$ cat src/hdl/scmr_pkg.sv
// Constants and carrier types for the stop-mode clock-loss recovery block
package scmr_pkg;

  // ------------------------------------------------------------------
  // Counts
  // ------------------------------------------------------------------
  localparam logic [12:0] OSC_GOOD_CYCLES = 13'h1000;
  localparam logic [5:0] MAX_CHECK_WINDOWS = 6'h32;
  localparam int unsigned CHECK_WINDOW_DEFAULT = 16384;

  // ------------------------------------------------------------------
  // Reset vectors and reset values
  // ------------------------------------------------------------------
  localparam logic [15:0] VEC_POWER_EXT = 16'hfffe;
  localparam logic [15:0] VEC_CLOCK_MONITOR = 16'hfffc;
  localparam logic [15:0] VEC_WATCHDOG = 16'hfffa;
  localparam logic [15:0] VEC_RESET_VALUE = 16'hfffe;
  localparam logic RST_SELF_CLOCK_MODE = 1'b0;
  localparam logic RST_PLL_CLOCK_SELECT = 1'b0;
  localparam logic RST_SELF_CLOCK_IRQ_FLAG = 1'b0;

  // ------------------------------------------------------------------
  // Types
  // ------------------------------------------------------------------
  typedef enum logic [2:0] {
    ST_RUN = 3'b000,
    ST_FULL_STOP = 3'b001,
    ST_FULL_CHECK = 3'b011,
    ST_PSEUDO_STOP = 3'b010
  } scmr_state_e;

  typedef struct packed {
    logic clock_monitor_enable;
    logic self_clock_mode_enable;
    logic self_clock_irq_enable;
    logic pseudo_stop_select;
    logic low_voltage_detect_enable;
    logic low_voltage_reset_enable;
    logic [2:0] watchdog_rate_field;
  } scmr_cfg_s;

  typedef struct packed {
    logic power_on;
    logic low_voltage;
    logic external;
    logic watchdog_timeout;
  } scmr_rst_src_s;

  typedef struct packed {
    logic power_ext;
    logic clock_monitor;
    logic watchdog;
  } scmr_cause_s;

  typedef struct packed {
    logic ok;
    logic timeout;
    logic [5:0] windows;
  } scmr_check_s;

endpackage

$ cat src/hdl/scmr_quality_check.sv
// Oscillator quality checker: check windows, good-run counter, timeout
`timescale 1ns/10ps
module scmr_quality_check #(
  parameter int unsigned WINDOW_CYCLES = scmr_pkg::CHECK_WINDOW_DEFAULT
) (
  // Clock and reset
  input wire logic i_clk,
  input wire logic i_rst,
  // Control
  input wire logic i_start,
  input wire logic i_run,
  input wire logic i_limited,
  // Oscillator observation
  input wire logic i_osc_tick,
  input wire logic i_osc_fail,
  // Result
  output scmr_pkg::scmr_check_s o_check
);

  localparam logic [15:0] WIN_LAST = 16'(WINDOW_CYCLES - 1);
  localparam logic [12:0] GOOD_LAST = scmr_pkg::OSC_GOOD_CYCLES - 13'h0001;
  localparam logic [5:0] WINDOWS_LAST = scmr_pkg::MAX_CHECK_WINDOWS - 6'h01;

  logic active;
  logic next_active;
  logic [15:0] win_cnt;
  logic [15:0] next_win_cnt;
  logic [12:0] good_cnt;
  logic [12:0] next_good_cnt;
  scmr_pkg::scmr_check_s check;
  scmr_pkg::scmr_check_s next_check;

  // ------------------------------------------------------------------
  // Window sequencing
  // ------------------------------------------------------------------
  // Window must span at least 4096 oscillator ticks, or no window can pass
  always_comb begin
    next_active = active;
    next_win_cnt = win_cnt;
    next_good_cnt = good_cnt;
    next_check = check;
    next_check.ok = 1'b0;
    next_check.timeout = 1'b0;
    if (i_start) begin
      next_active = 1'b1;
      next_win_cnt = 16'h0000;
      next_good_cnt = 13'h0000;
      next_check.windows = 6'h00;
    end else if (i_run && active) begin
      if (i_osc_fail) begin
        next_good_cnt = 13'h0000;
      end else if (i_osc_tick) begin
        next_good_cnt = good_cnt + 13'h0001;
      end
      if (!i_osc_fail && i_osc_tick && good_cnt == GOOD_LAST) begin
        next_check.ok = 1'b1;
        next_active = 1'b0;
      end else if (win_cnt == WIN_LAST) begin
        next_win_cnt = 16'h0000;
        next_good_cnt = 13'h0000;
        if (i_limited && check.windows == WINDOWS_LAST) begin
          next_check.timeout = 1'b1;
          next_active = 1'b0;
        end else if (check.windows != 6'h3f) begin
          // Unlimited checks run on forever; the count just saturates
          next_check.windows = check.windows + 6'h01;
        end
      end else begin
        next_win_cnt = win_cnt + 16'h0001;
      end
    end
  end

  always_ff @(posedge i_clk) begin
    if (i_rst) begin
      active <= 1'b0;
      win_cnt <= 16'h0000;
      good_cnt <= 13'h0000;
      check <= '0;
    end else begin
      active <= next_active;
      win_cnt <= next_win_cnt;
      good_cnt <= next_good_cnt;
      check <= next_check;
    end
  end

  assign o_check = check;

endmodule

$ cat src/hdl/scmr_stop_recovery.sv
// Stop-mode clock-loss supervision, wake-up sequencing and reset vectoring
`timescale 1ns/10ps
module scmr_stop_recovery #(
  parameter int unsigned CHECK_WINDOW_CYCLES = scmr_pkg::CHECK_WINDOW_DEFAULT
) (
  // Clock and reset
  input wire logic i_clk,
  input wire logic i_rst,
  // Configuration bits
  input scmr_pkg::scmr_cfg_s i_cfg,
  // Core requests and software actions
  input wire logic i_stop_req,
  input wire logic i_wake_irq,
  input wire logic i_pll_clock_select_set,
  input wire logic i_self_clock_irq_flag_clear,
  // Oscillator and clock monitor
  input wire logic i_osc_tick,
  input wire logic i_osc_fail,
  // Reset sources
  input scmr_pkg::scmr_rst_src_s i_rst_src,
  // Clock control
  output logic o_self_clock_mode,
  output logic o_pll_enable,
  output logic o_voltage_regulator_enable,
  output logic o_pll_clock_select,
  output logic o_system_clock_pll,
  output logic o_clocks_released,
  output logic o_stopped,
  // Interrupt
  output logic o_self_clock_irq_flag,
  output logic o_self_clock_wake_irq,
  // Reset request
  output logic o_reset_req,
  output logic o_clock_monitor_reset,
  output logic [15:0] o_reset_vector,
  output scmr_pkg::scmr_cause_s o_reset_cause,
  // Quality check status
  output logic [5:0] o_check_windows
);

  scmr_pkg::scmr_state_e state;
  scmr_pkg::scmr_state_e next_state;
  logic self_clock_mode;
  logic next_scm;
  logic flag;
  logic next_flag;
  logic pll_sel;
  logic next_pll_sel;
  logic wake_by_reset;
  logic next_wake_by_reset;
  logic reset_req;
  logic next_reset_req;
  logic cmr_pulse;
  logic next_cmr_pulse;
  logic ck_start;
  logic next_ck_start;
  logic [15:0] vector;
  logic [15:0] next_vector;
  scmr_pkg::scmr_cause_s cause;
  scmr_pkg::scmr_cause_s next_cause;

  logic monitor_active;
  logic clock_fail;
  logic normal_src;
  logic wdog_src;
  logic cmr_event;
  logic scm_entry;
  logic ck_run;
  logic ck_limited;
  scmr_pkg::scmr_check_s chk;

  // ------------------------------------------------------------------
  // Clock monitor and reset source decode
  // ------------------------------------------------------------------
  // The monitor is off in full stop and during the wake-up check window
  assign monitor_active = i_cfg.clock_monitor_enable && state != scmr_pkg::ST_FULL_STOP
                          && state != scmr_pkg::ST_FULL_CHECK;
  assign clock_fail = monitor_active && i_osc_fail;
  assign normal_src = i_rst_src.power_on || i_rst_src.external
                      || (i_rst_src.low_voltage && i_cfg.low_voltage_detect_enable
                          && i_cfg.low_voltage_reset_enable);
  assign wdog_src = i_rst_src.watchdog_timeout && i_cfg.watchdog_rate_field != 3'h0;
  assign cmr_event = clock_fail && !i_cfg.self_clock_mode_enable;
  assign scm_entry = clock_fail && i_cfg.self_clock_mode_enable && !self_clock_mode;

  // Checks run while in self-clock mode, but an ongoing check is frozen in full stop
  assign ck_run = (self_clock_mode && state != scmr_pkg::ST_FULL_STOP)
                  || state == scmr_pkg::ST_FULL_CHECK;
  assign ck_limited = state == scmr_pkg::ST_FULL_CHECK;

  // ------------------------------------------------------------------
  // Quality checker
  // ------------------------------------------------------------------
  scmr_quality_check #(
    .WINDOW_CYCLES(CHECK_WINDOW_CYCLES)
  ) u_check (
    .i_clk(i_clk),
    .i_rst(i_rst),
    .i_start(ck_start),
    .i_run(ck_run),
    .i_limited(ck_limited),
    .i_osc_tick(i_osc_tick),
    .i_osc_fail(i_osc_fail),
    .o_check(chk)
  );

  // ------------------------------------------------------------------
  // Mode sequencer
  // ------------------------------------------------------------------
  always_comb begin
    next_state = state;
    next_scm = self_clock_mode;
    next_flag = flag;
    next_pll_sel = pll_sel;
    next_wake_by_reset = wake_by_reset;
    next_reset_req = 1'b0;
    next_cmr_pulse = 1'b0;
    next_ck_start = 1'b0;
    next_vector = vector;
    next_cause = cause;
    if (i_pll_clock_select_set) begin
      next_pll_sel = 1'b1;
    end
    // Flag clear comes first so a same-cycle set below wins
    if (i_self_clock_irq_flag_clear) begin
      next_flag = 1'b0;
    end
    // Good oscillator leaves self-clock wherever the check is running
    if (chk.ok && self_clock_mode && state != scmr_pkg::ST_FULL_CHECK) begin
      next_scm = 1'b0;
    end
    unique case (state)
      scmr_pkg::ST_RUN: begin
        if (normal_src) begin
          next_reset_req = 1'b1;
          next_vector = scmr_pkg::VEC_POWER_EXT;
          next_cause = '{power_ext: 1'b1, clock_monitor: 1'b0, watchdog: 1'b0};
          next_flag = scmr_pkg::RST_SELF_CLOCK_IRQ_FLAG;
          next_pll_sel = scmr_pkg::RST_PLL_CLOCK_SELECT;
        end else if (cmr_event) begin
          next_reset_req = 1'b1;
          next_cmr_pulse = 1'b1;
          next_vector = scmr_pkg::VEC_CLOCK_MONITOR;
          next_cause = '{power_ext: 1'b0, clock_monitor: 1'b1, watchdog: 1'b0};
          next_pll_sel = scmr_pkg::RST_PLL_CLOCK_SELECT;
        end else if (wdog_src) begin
          next_reset_req = 1'b1;
          next_vector = scmr_pkg::VEC_WATCHDOG;
          next_cause = '{power_ext: 1'b0, clock_monitor: 1'b0, watchdog: 1'b1};
          next_pll_sel = scmr_pkg::RST_PLL_CLOCK_SELECT;
        end else if (scm_entry) begin
          next_scm = 1'b1;
          next_ck_start = 1'b1;
          next_flag = 1'b1;
        end else if (i_stop_req) begin
          // The PLL is powered down in stop unless self-clock mode holds it, so the select cannot survive it
          next_pll_sel = 1'b0;
          if (i_cfg.pseudo_stop_select) begin
            next_state = scmr_pkg::ST_PSEUDO_STOP;
          end else begin
            next_state = scmr_pkg::ST_FULL_STOP;
          end
        end
      end
      scmr_pkg::ST_PSEUDO_STOP: begin
        if (normal_src) begin
          // Exit keeps self-clock mode if the oscillator is still bad
          next_state = scmr_pkg::ST_RUN;
          next_reset_req = 1'b1;
          next_vector = scmr_pkg::VEC_POWER_EXT;
          next_cause = '{power_ext: 1'b1, clock_monitor: 1'b0, watchdog: 1'b0};
          next_flag = scmr_pkg::RST_SELF_CLOCK_IRQ_FLAG;
          next_pll_sel = scmr_pkg::RST_PLL_CLOCK_SELECT;
        end else if (cmr_event) begin
          next_state = scmr_pkg::ST_RUN;
          next_reset_req = 1'b1;
          next_cmr_pulse = 1'b1;
          next_vector = scmr_pkg::VEC_CLOCK_MONITOR;
          next_cause = '{power_ext: 1'b0, clock_monitor: 1'b1, watchdog: 1'b0};
          next_pll_sel = 1'b0;
        end else if (wdog_src) begin
          next_state = scmr_pkg::ST_RUN;
          next_reset_req = 1'b1;
          next_vector = scmr_pkg::VEC_WATCHDOG;
          next_cause = '{power_ext: 1'b0, clock_monitor: 1'b0, watchdog: 1'b1};
          next_pll_sel = 1'b0;
        end else if (scm_entry) begin
          next_scm = 1'b1;
          next_ck_start = 1'b1;
          next_flag = 1'b1;
          if (i_cfg.self_clock_irq_enable) begin
            next_state = scmr_pkg::ST_RUN;
          end
        end else if (i_wake_irq) begin
          next_state = scmr_pkg::ST_RUN;
          next_pll_sel = 1'b0;
        end
      end
      scmr_pkg::ST_FULL_STOP: begin
        if (normal_src) begin
          // Configuration back to defaults before the check windows start
          next_state = scmr_pkg::ST_FULL_CHECK;
          next_wake_by_reset = 1'b1;
          next_ck_start = 1'b1;
          next_flag = scmr_pkg::RST_SELF_CLOCK_IRQ_FLAG;
          next_pll_sel = scmr_pkg::RST_PLL_CLOCK_SELECT;
          next_scm = scmr_pkg::RST_SELF_CLOCK_MODE;
        end else if (i_wake_irq) begin
          next_state = scmr_pkg::ST_FULL_CHECK;
          next_wake_by_reset = 1'b0;
          next_ck_start = 1'b1;
        end
      end
      scmr_pkg::ST_FULL_CHECK: begin
        next_pll_sel = 1'b0;
        if (chk.ok) begin
          next_state = scmr_pkg::ST_RUN;
          next_scm = 1'b0;
          if (wake_by_reset) begin
            next_reset_req = 1'b1;
            next_vector = scmr_pkg::VEC_POWER_EXT;
            next_cause = '{power_ext: 1'b1, clock_monitor: 1'b0, watchdog: 1'b0};
          end
        end else if (chk.timeout) begin
          next_state = scmr_pkg::ST_RUN;
          if (wake_by_reset) begin
            // A reset wake runs its sequence on the self clock
            next_scm = 1'b1;
            next_ck_start = 1'b1;
            next_reset_req = 1'b1;
            next_vector = scmr_pkg::VEC_POWER_EXT;
            next_cause = '{power_ext: 1'b1, clock_monitor: 1'b0, watchdog: 1'b0};
          end else if (!i_cfg.self_clock_mode_enable) begin
            next_reset_req = 1'b1;
            next_cmr_pulse = 1'b1;
            next_vector = scmr_pkg::VEC_CLOCK_MONITOR;
            next_cause = '{power_ext: 1'b0, clock_monitor: 1'b1, watchdog: 1'b0};
          end else begin
            next_scm = 1'b1;
            next_ck_start = 1'b1;
          end
        end else if (normal_src) begin
          // External reset during the check turns the wake into a reset wake
          next_wake_by_reset = 1'b1;
          next_flag = 1'b0;
        end
      end
      default: begin
        next_state = scmr_pkg::ST_RUN;
      end
    endcase
  end

  always_ff @(posedge i_clk) begin
    if (i_rst) begin
      state <= scmr_pkg::ST_RUN;
      self_clock_mode <= scmr_pkg::RST_SELF_CLOCK_MODE;
      flag <= scmr_pkg::RST_SELF_CLOCK_IRQ_FLAG;
      pll_sel <= scmr_pkg::RST_PLL_CLOCK_SELECT;
      wake_by_reset <= 1'b0;
      reset_req <= 1'b0;
      cmr_pulse <= 1'b0;
      ck_start <= 1'b0;
      vector <= scmr_pkg::VEC_RESET_VALUE;
      cause <= '0;
    end else begin
      state <= next_state;
      self_clock_mode <= next_scm;
      flag <= next_flag;
      pll_sel <= next_pll_sel;
      wake_by_reset <= next_wake_by_reset;
      reset_req <= next_reset_req;
      cmr_pulse <= next_cmr_pulse;
      ck_start <= next_ck_start;
      vector <= next_vector;
      cause <= next_cause;
    end
  end

  // ------------------------------------------------------------------
  // Outputs
  // ------------------------------------------------------------------
  // Regulator stays up whenever self-clock mode needs the PLL, even in stop
  assign o_self_clock_mode = self_clock_mode;
  assign o_pll_enable = self_clock_mode || pll_sel;
  assign o_voltage_regulator_enable = self_clock_mode || state == scmr_pkg::ST_RUN
                         || state == scmr_pkg::ST_FULL_CHECK;
  assign o_pll_clock_select = pll_sel;
  assign o_system_clock_pll = self_clock_mode || pll_sel;
  assign o_clocks_released = state == scmr_pkg::ST_RUN;
  assign o_stopped = state != scmr_pkg::ST_RUN;
  assign o_self_clock_irq_flag = flag;
  assign o_self_clock_wake_irq = flag && i_cfg.self_clock_irq_enable;
  assign o_reset_req = reset_req;
  assign o_clock_monitor_reset = cmr_pulse;
  assign o_reset_vector = vector;
  assign o_reset_cause = cause;
  assign o_check_windows = chk.windows;

endmodule

$ cat config.mk
export PLATFORM = sky130hd
export DESIGN_NAME = scmr_stop_recovery
export DESIGN_NICKNAME = d
export VERILOG_FILES = /design/src/hdl/scmr_pkg.sv /design/src/hdl/scmr_quality_check.sv /design/src/hdl/scmr_stop_recovery.sv
export SDC_FILE = /design/constraint.sdc
export NUM_CORES = 1
export LEC_CHECK = 0
export ABC_AREA = 1
export BUFFER_PORTS_ARGS = -buffer_cell sky130_fd_sc_hd__buf_2
export CORE_MARGIN = 10
export CORE_UTILIZATION = 50
export DETAILED_ROUTE_END_ITERATION = 12
export PLACE_DENSITY = 0.72
export SYNTH_ARGS = -nofsm -noshare
export SYNTH_HDL_FRONTEND = slang
export SYNTH_SLANG_ARGS = --single-unit
$ cat constraint.sdc
create_clock -name i_clk -period 1.8 [get_ports i_clk]
set_input_delay 0.09 -clock i_clk [delete_from_list [all_inputs] [get_ports i_clk]]
set_output_delay 0.09 -clock i_clk [all_outputs]
set_load 0.02 [all_outputs]
# Word level (Yosys, flattened, before mapping)
# Index checks and enable logic that the tools add are counted.
# classes
bitwise,4
n_reduce_logical,44
eq_ne,24
muxes,112
addsub,3
# op_table
cell,n
$mux W16,9
$mux W3,23
$mux W1,65
$mux W13,4
$pmux W16 S2,1
$ne A6 B6 Y1 const B,3
$logic_and A1 B1 Y1,17
$add A16 B1 Y16 const B,1
$eq A16 B14 Y1 const B,1
$ne A2 B2 Y1 const B,8
$reduce_and A5 Y1,3
$add A13 B1 Y13 const B,1
$eq A13 B12 Y1 const B,1
$pmux W3 S4,1
$reduce_bool A3 Y1,4
$ne A3 B3 Y1 const B,3
$pmux W1 S3,3
$reduce_and A9 Y1,1
$add A6 B1 Y6 const B,1
$eq A3 B2 Y1 const B,2
$eq A6 B6 Y1 const B,1
$logic_or A1 B1 Y1,6
$pmux W1 S2,3
$pmux W3 S2,1
16 further kinds,24
# word_totals
word_cells,205
input_bits,21
out_inout_bits,36
reg_bits,67

# Logic depth before layout (Yosys ltp)
# Gate-level depths: netlist (run 1).
# logic_depth
depth_word,11
depth_mapped,12

# Hierarchy
# Synthesis (run 1) repeated with hierarchy kept, for this count alone.
# unflattened
hier_cells,467
area_unflattened_um2,3153.0
# modules_own_cells
mod,seq_area_each_um2,cells_each,instances,area_per_inst_um2
scmr_quality_check,760.7,327,1,2165.8
scmr_stop_recovery,280.3,140,1,987.2

# Worst setup path before layout (run 1)
# No wires, ideal clock.
# synth_path
path_type,reg2reg
startpoint,register state[0]
endpoint,register state[0]
t_required_ns,1.729
stages_incl_launch_ff,8
setup_ns,0.071
arrival_time_ns,1.614
path_slack_ns,0.116
synth_period_minus_slack_ns,1.684
cell_sequence,dfxtp_1 > buf_6 > nor2_1 > inv_1 > or2_2 > nand2_1 > nand4_1 > a21oi_1
# synth_between
word_cells_on_any_way,27
classes_between,eq/ne: 14; mux: 5; reduce/logical: 8
# synth_rtl
item,line,source
start: declaration,scmr_stop_recovery.sv:41,scmr_pkg::scmr_state_e state;
start signal: assignment,scmr_stop_recovery.sv:256,state <= scmr_pkg::ST_RUN;
start signal: assignment,scmr_stop_recovery.sv:267,state <= next_state;
$logic_not A3 Y1 *,n/a,
named net o_clocks_released,scmr_stop_recovery.sv:27,"output logic o_clocks_released,"
$ne A2 B2 Y1 (no line),n/a,
$reduce_and A9 Y1 (no line),n/a,
# The timed path passes the listed nets; every way through them passes the cells marked *.
# A chain may end at the register's enable or synchronous reset.

# Worst setup path after layout (run 1)
# layout_path
startpoint,register u_check.win_cnt[0]
endpoint,register u_check.good_cnt[11]
# layout_between
elab_chain_len,3
# layout_lines
item,line,source
start: declaration,scmr_quality_check.sv:26,logic [15:0] win_cnt;
start signal: assignment,scmr_quality_check.sv:82,win_cnt <= next_win_cnt;
$eq A16 B14 Y1,scmr_quality_check.sv:58,end else if (win_cnt == WIN_LAST) begin
$mux W13,scmr_quality_check.sv:58,
$mux W13,scmr_quality_check.sv:55,if (!i_osc_fail && i_osc_tick && good_cnt == GOOD_LAST) begin
end signal: assignment,scmr_quality_check.sv:83,good_cnt <= next_good_cnt;
end: declaration,scmr_quality_check.sv:28,logic [12:0] good_cnt;
# No other way between the ends.

==> impl_metrics.tcl, run 1 <==
set metrics [dict create \
    status "complete, no violations" \
    grt_max_degree 21 \
    routabilityCongestion 0.864 \
    overflow 0 \
    hold_viol 0 \
    start_util 0.516 \
    finalCriticalPeriod_ps 1660 \
    io_buffers 42 \
    grt_antenna_before_repair 0 \
    worstHoldStart "i_self_clock_irq_flag_clear" \
    timing.fmax_mhz 601 \
    wl_per_cell_um 12.3 \
    min-delay-path-class "in2reg" \
    dieArea_um2 9640 \
    syn_to_final_growth_pct 9.94 \
    grt_pass1_vias 2635 \
    drc_errors 0 \
    hold_ws_ps 80.9 \
    cts_root_buffer "clkbuf_8" \
    cap_violations 0 \
    io-pin-count 57 \
    yosys_warnings 0 \
    multi_input_area_um2 1710 \
    dr.pass1.iters 4 \
    power.leakage_uw 0.00147 \
    synth-seq-area-share 0.340 \
    p_per_area_nw_per_um2 615 \
    fp.dieH_um 98.2 \
    crit_fanout 11 \
    ys_types 45 \
    drt_wl_total_mm 6.70 \
    final_area_um2 3360 \
    clk_pin_slew_ps 90 \
    synth_seq_cells 52 \
    critPathLaunchType "flop" \
    clk_path_buf_depth 2 \
    grt.total_usage 0.138 \
    critPathRequiredTime_ps 2000 \
    setup_slack_ps 136 \
    finalMaxSlewViolations 0 \
    tritoncts "done" \
    grt_setup_unrepaired "yes" \
    min_to "o_self_clock_irq_flag" \
    hpwlAfterDp_mm 5.25 \
    detail-route-antenna-nets 0 \
    vias 2739 \
    pre_cts_slack_ps 30.7 \
    cp.arrival_ps 1870 \
    core_area_um2 5920 \
    numCtsBuffers 5 \
    mostFrequentLayoutCells "nand2_1, nor2_1, dfxtp_1" \
    final_common_cell "nand2_1" \
    antenna-diode-count 0 \
    synth-edff-count 0 \
    via_per_inst 5.03 \
    htree_levels 2 \
    place_area_um2 3220 \
    r2r_setup_slack_ps 140 \
    syn-cell-area_um2 3060 \
    crit_type "reg2reg" \
    fillerInstances 568 \
    reg2reg_depth 10 \
    fin_skew_ps 6.47 \
    avgSynthCellArea_um2 7.09 \
    synth-main-ff-cell "dfxtp_1" \
    grt_pass1_wl_mm 11.6 \
    hold_depth 4 \
    die_x_um 98.2 \
    nets 494 \
    drtIter0Drc 113 \
    synthCells 431 \
    min_period_over_period 0.924 \
    clock-sinks 52 \
    rows 28 \
    synthArstFlopShare 0 \
    endpoint_kind "flop" \
    finalSetupViolCount 0 \
    hold_buffers 0 \
    ir_worst_vdd_mv 0.341 \
    r2r-start "u_check.win_cnt[0]" \
    reg2reg_to "u_check.good_cnt[11]" \
    register_area_um2 1040 \
    worstSkewPairLatency_ps 310 \
    layout-drive-gt1-share 0.219 \
]
==> metal layers <==
layer  vias to the layer above  part of all wire  track usage
met5                         -                 0            0
met3                        10             0.064       0.0395
li1                       1446                 -            -
met4                         0             0.017       0.0441
met2                        56              0.49        0.245
met1                      1227              0.43        0.155
==> stage by stage <==
step / std cells / total power (µW) / TNS, ps / util
finish: 545 / 2070 / 0 / 0.568
global route: 545 / 2160 / -14.0 / 0.568
CTS: 543 / 2080 / 0 / 0.560
detailed placement: 535 / 1400 / 0 / 0.544
global placement: 535 / 1400 / 0 / 0.544
floorplan: 443 / 1360 / 0 / -
==> sequential cells by signal, indices dropped and copies added, names as in the netlist <==
name / count
o_clock_monitor_reset: 1
o_self_clock_mode: 1
u_check.good_cnt: 13
o_reset_cause: 3
u_check.o_check: 8
u_check.win_cnt: 16
wake_by_reset: 1
o_pll_clock_select: 1
o_self_clock_irq_flag: 1
o_reset_vector: 2
state: 2
u_check.active: 1
ck_start: 1
o_reset_req: 1
==> worst max path at each step <==
stage	startpoint	cells past startpoint	endpoint
after floorplan	state[0]	7	state[0]
after global placement	u_check.win_cnt[0]	10	u_check.good_cnt[11]
after detailed placement	u_check.win_cnt[0]	10	u_check.good_cnt[11]
after CTS	u_check.win_cnt[0]	10	u_check.good_cnt[11]
after global routing	u_check.win_cnt[0]	10	u_check.good_cnt[11]
final	u_check.win_cnt[0]	10	u_check.good_cnt[11]
==> worst max-delay path, stage by stage (launching register included) <==
cell and delay [ps]:
dfxtp_1 370, ha_1 200, nand2_1 110, nor2_2 110, nand3_1 140, nor2_4 200
nand2_2 80, nand2_2 60, nand2_2 90, nand2_8 140, nor3_1 60
==> final cells by class <==
| type | instances | area share |
|---|---|---|
| timing repair buffer | 47 | 0.0774 |
| clock inverter | 1 | 0.00223 |
| sequential | 52 | 0.310 |
| inverter | 39 | 0.0465 |
| multi-input combinational | 324 | 0.510 |
| tap | 75 | 0.0279 |
| clock buffer | 7 | 0.0257 |
==> cells by family after synthesis <==
group | after synthesis | share of synthesized area
compound gates | 58 | 0.104
xor+xnor | 7 | 0.0200
fa+ha+maj | 4 | 0.0164
buf+inv | 67 | 0.123
flops | 52 | 0.340
mux | 1 | 0.00327
other cells | 2 | 0.00246
simple gates | 240 | 0.390
==> synth_stat cells (all sizes together) (4+ instances only) <==
cell type  number  area share
or2             6       0.012
buf            25       0.065
ha              4       0.016
inv            36       0.045
nor2           69        0.11
a21oi          27       0.044
nand2         102        0.14
nand4           9       0.025
dfxtp          52        0.34
xor2            5       0.014
nand3          26       0.046
o21ai          20       0.034
nor3           23       0.045
==> power breakdown <==
group / total, µW / internal, µW / switching [µW] / leakage, µW
Combinational: 205 / 59.8 / 145 / 0.00100
Clock: 690 / 313 / 376 / 0.0000445
Sequential: 1170 / 1160 / 10.5 / 0.000421
Total: 2070 / 1540 / 532 / 0.00147
==> repair_timing <==
action,in CTS,in global routing
gates resized for setup,0,7
setup buffers,0,2
setup endpoints to repair,0,28
Power figures use the tool's default switching activity.
==> run 2, diff against run 1 <==
CELL_PAD_IN_SITES_DETAIL_PLACEMENT = 0   (was default)
CELL_PAD_IN_SITES_GLOBAL_PLACEMENT = 2   (was default)
CORE_UTILIZATION = 31   (was 50)
PLACE_DENSITY = 0.79   (was 0.72)
==> impl_metrics.tcl, run 2 (same netlist as run 1, synthesis figures left out) <==
set metrics [dict create \
    htree_levels 2 \
    finalCriticalPeriod_ps 1690 \
    io-pin-count 57 \
    critical_path.top_delay_family "simple AND/OR/NAND/NOR gates" \
    worstSkewPairLatency_ps 310 \
    clk_pin_slew_ps 100 \
    drt_wl_total_mm 7.60 \
    overflow 0 \
    rows 36 \
    regMostFlops "u_check.win_cnt" \
    wl_per_cell_um 12.5 \
    clock-sinks 52 \
    endpoint_kind "flop" \
    min_period_over_period 0.940 \
    nets 500 \
    syn_to_final_growth_pct 14.9 \
    mostFrequentLayoutCells "nand2_1, nor2_1, dfxtp_1" \
    fp.dieH_um 119 \
    largest_reg_flops 16 \
    min-delay-path-class "in2reg" \
    fin_skew_ps 11.2 \
    final_common_cell "nand2_1" \
    finalSetupTns_ps 0 \
    dieArea_um2 14200 \
    grt.total_usage 0.107 \
    final_area_um2 3510 \
    grt_max_degree 21 \
    hpwlAfterDp_mm 5.93 \
    total_power_uw 2100 \
    start_util 0.316 \
    drc_errors 0 \
    crit_chain "ha_2 -> nand2_2 -> nor2_4 -> nand3_2 -> nor2_4 -> nand2_2 -> nand2_2 -> nand2_2 -> nand2_4 -> clkbuf_16 -> nor2_2" \
    vias 2760 \
    grt_pass1_wl_mm 12.9 \
    critPathRequiredTime_ps 2010 \
    hold_viol 0 \
    finalSetupViolCount 0 \
    timing.fmax_mhz 591 \
    status "complete, no violations" \
    fillerInstances 1080 \
    crit_slowest_cell "dfxtp_2" \
    crit_type "reg2reg" \
    grt_antenna_before_repair 0 \
    max_stage_delay_ps 360 \
    clk_path_buf_depth 2 \
    io_buffers 42 \
    via_per_inst 4.53 \
    cap_violations 0 \
    detail-route-antenna-nets 0 \
    r2r_setup_slack_ps 110 \
    grt_pass1_vias 2730 \
    grt_setup_unrepaired "no" \
    cp.arrival_ps 1900 \
    drtIter0Drc 82 \
    critPathLaunchType "flop" \
    power.leakage_uw 0.00151 \
    cpMostUsedCell "nand2_2" \
    path_buf_inv 1 \
    tritoncts "done" \
    dr.pass1.iters 4 \
    crit_fanout 5 \
    layout-drive-gt1-share 0.242 \
    die_x_um 119 \
    p_per_area_nw_per_um2 597 \
    cts_root_buffer "clkbuf_8" \
    antenna-diode-count 0 \
    finalMaxSlewViolations 0 \
    routabilityCongestion 0.785 \
    ir_worst_vdd_mv 0.351 \
    place_area_um2 3350 \
    numCtsBuffers 5 \
    core_area_um2 9680 \
]
==> run 2: final cells by class <==
cell class	instances	area (µm²)	area share
clock buffers	5	68.8	0.0196
multi-input cells	324	1720	0.489
repair buffers	53	335	0.0954
well taps	133	166	0.0473
inverters	39	156	0.0445
flip-flops and latches	52	1050	0.298
clock inverters	3	22.5	0.00641
==> run 2: what timing repair did <==
item | in CTS | in global routing
setup endpoints to repair | 0 | 19
resized for setup | 0 | 12
hold endpoints to repair | 0 | 0
hold buffers | 0 | 0
buffers inserted | 0 | 1
==> run 2: report_power, final <==
| part | switching, µW | internal (µW) |
|---|---|---|
| Sequential | 10.5 | 1160 |
| Combinational | 153 | 72.9 |
| Clock | 418 | 280 |
| Total | 581 | 1520 |
==> run 2: final timing paths <==
path                                from                    end  cells after the start
max                   u_check.win_cnt[0]    u_check.good_cnt[0]                     11
min          i_self_clock_irq_flag_clear  o_self_clock_irq_flag                      4
max reg2reg           u_check.win_cnt[0]    u_check.good_cnt[0]                     11
min reg2reg             o_reset_cause[2]       o_reset_cause[2]                      2
==> run 2: metrics by stage <==
step	util	hold slack, ps	setup WS (ps)	cells
floorplan	-	283	116	443
global placement	0.346	384	131	599
detailed placement	0.346	389	98.5	599
CTS	0.356	43.3	72.4	607
global route	0.363	58.7	0.0637	609
finish	0.363	55.2	109	609
==> run 2: metal layers <==
layer  up-vias  part of all wire  GRT usage
met5         -                 0          0
met4         0            0.0058     0.0271
met3         2             0.043     0.0269
met2        38              0.48      0.188
met1      1262              0.47      0.126
li1       1458                 -          -
==> run 2: worst min-delay path: stages <==
cell      delay [ps]
buf_2             80
inv_1             30
o211ai_1          70
a21oi_1           60
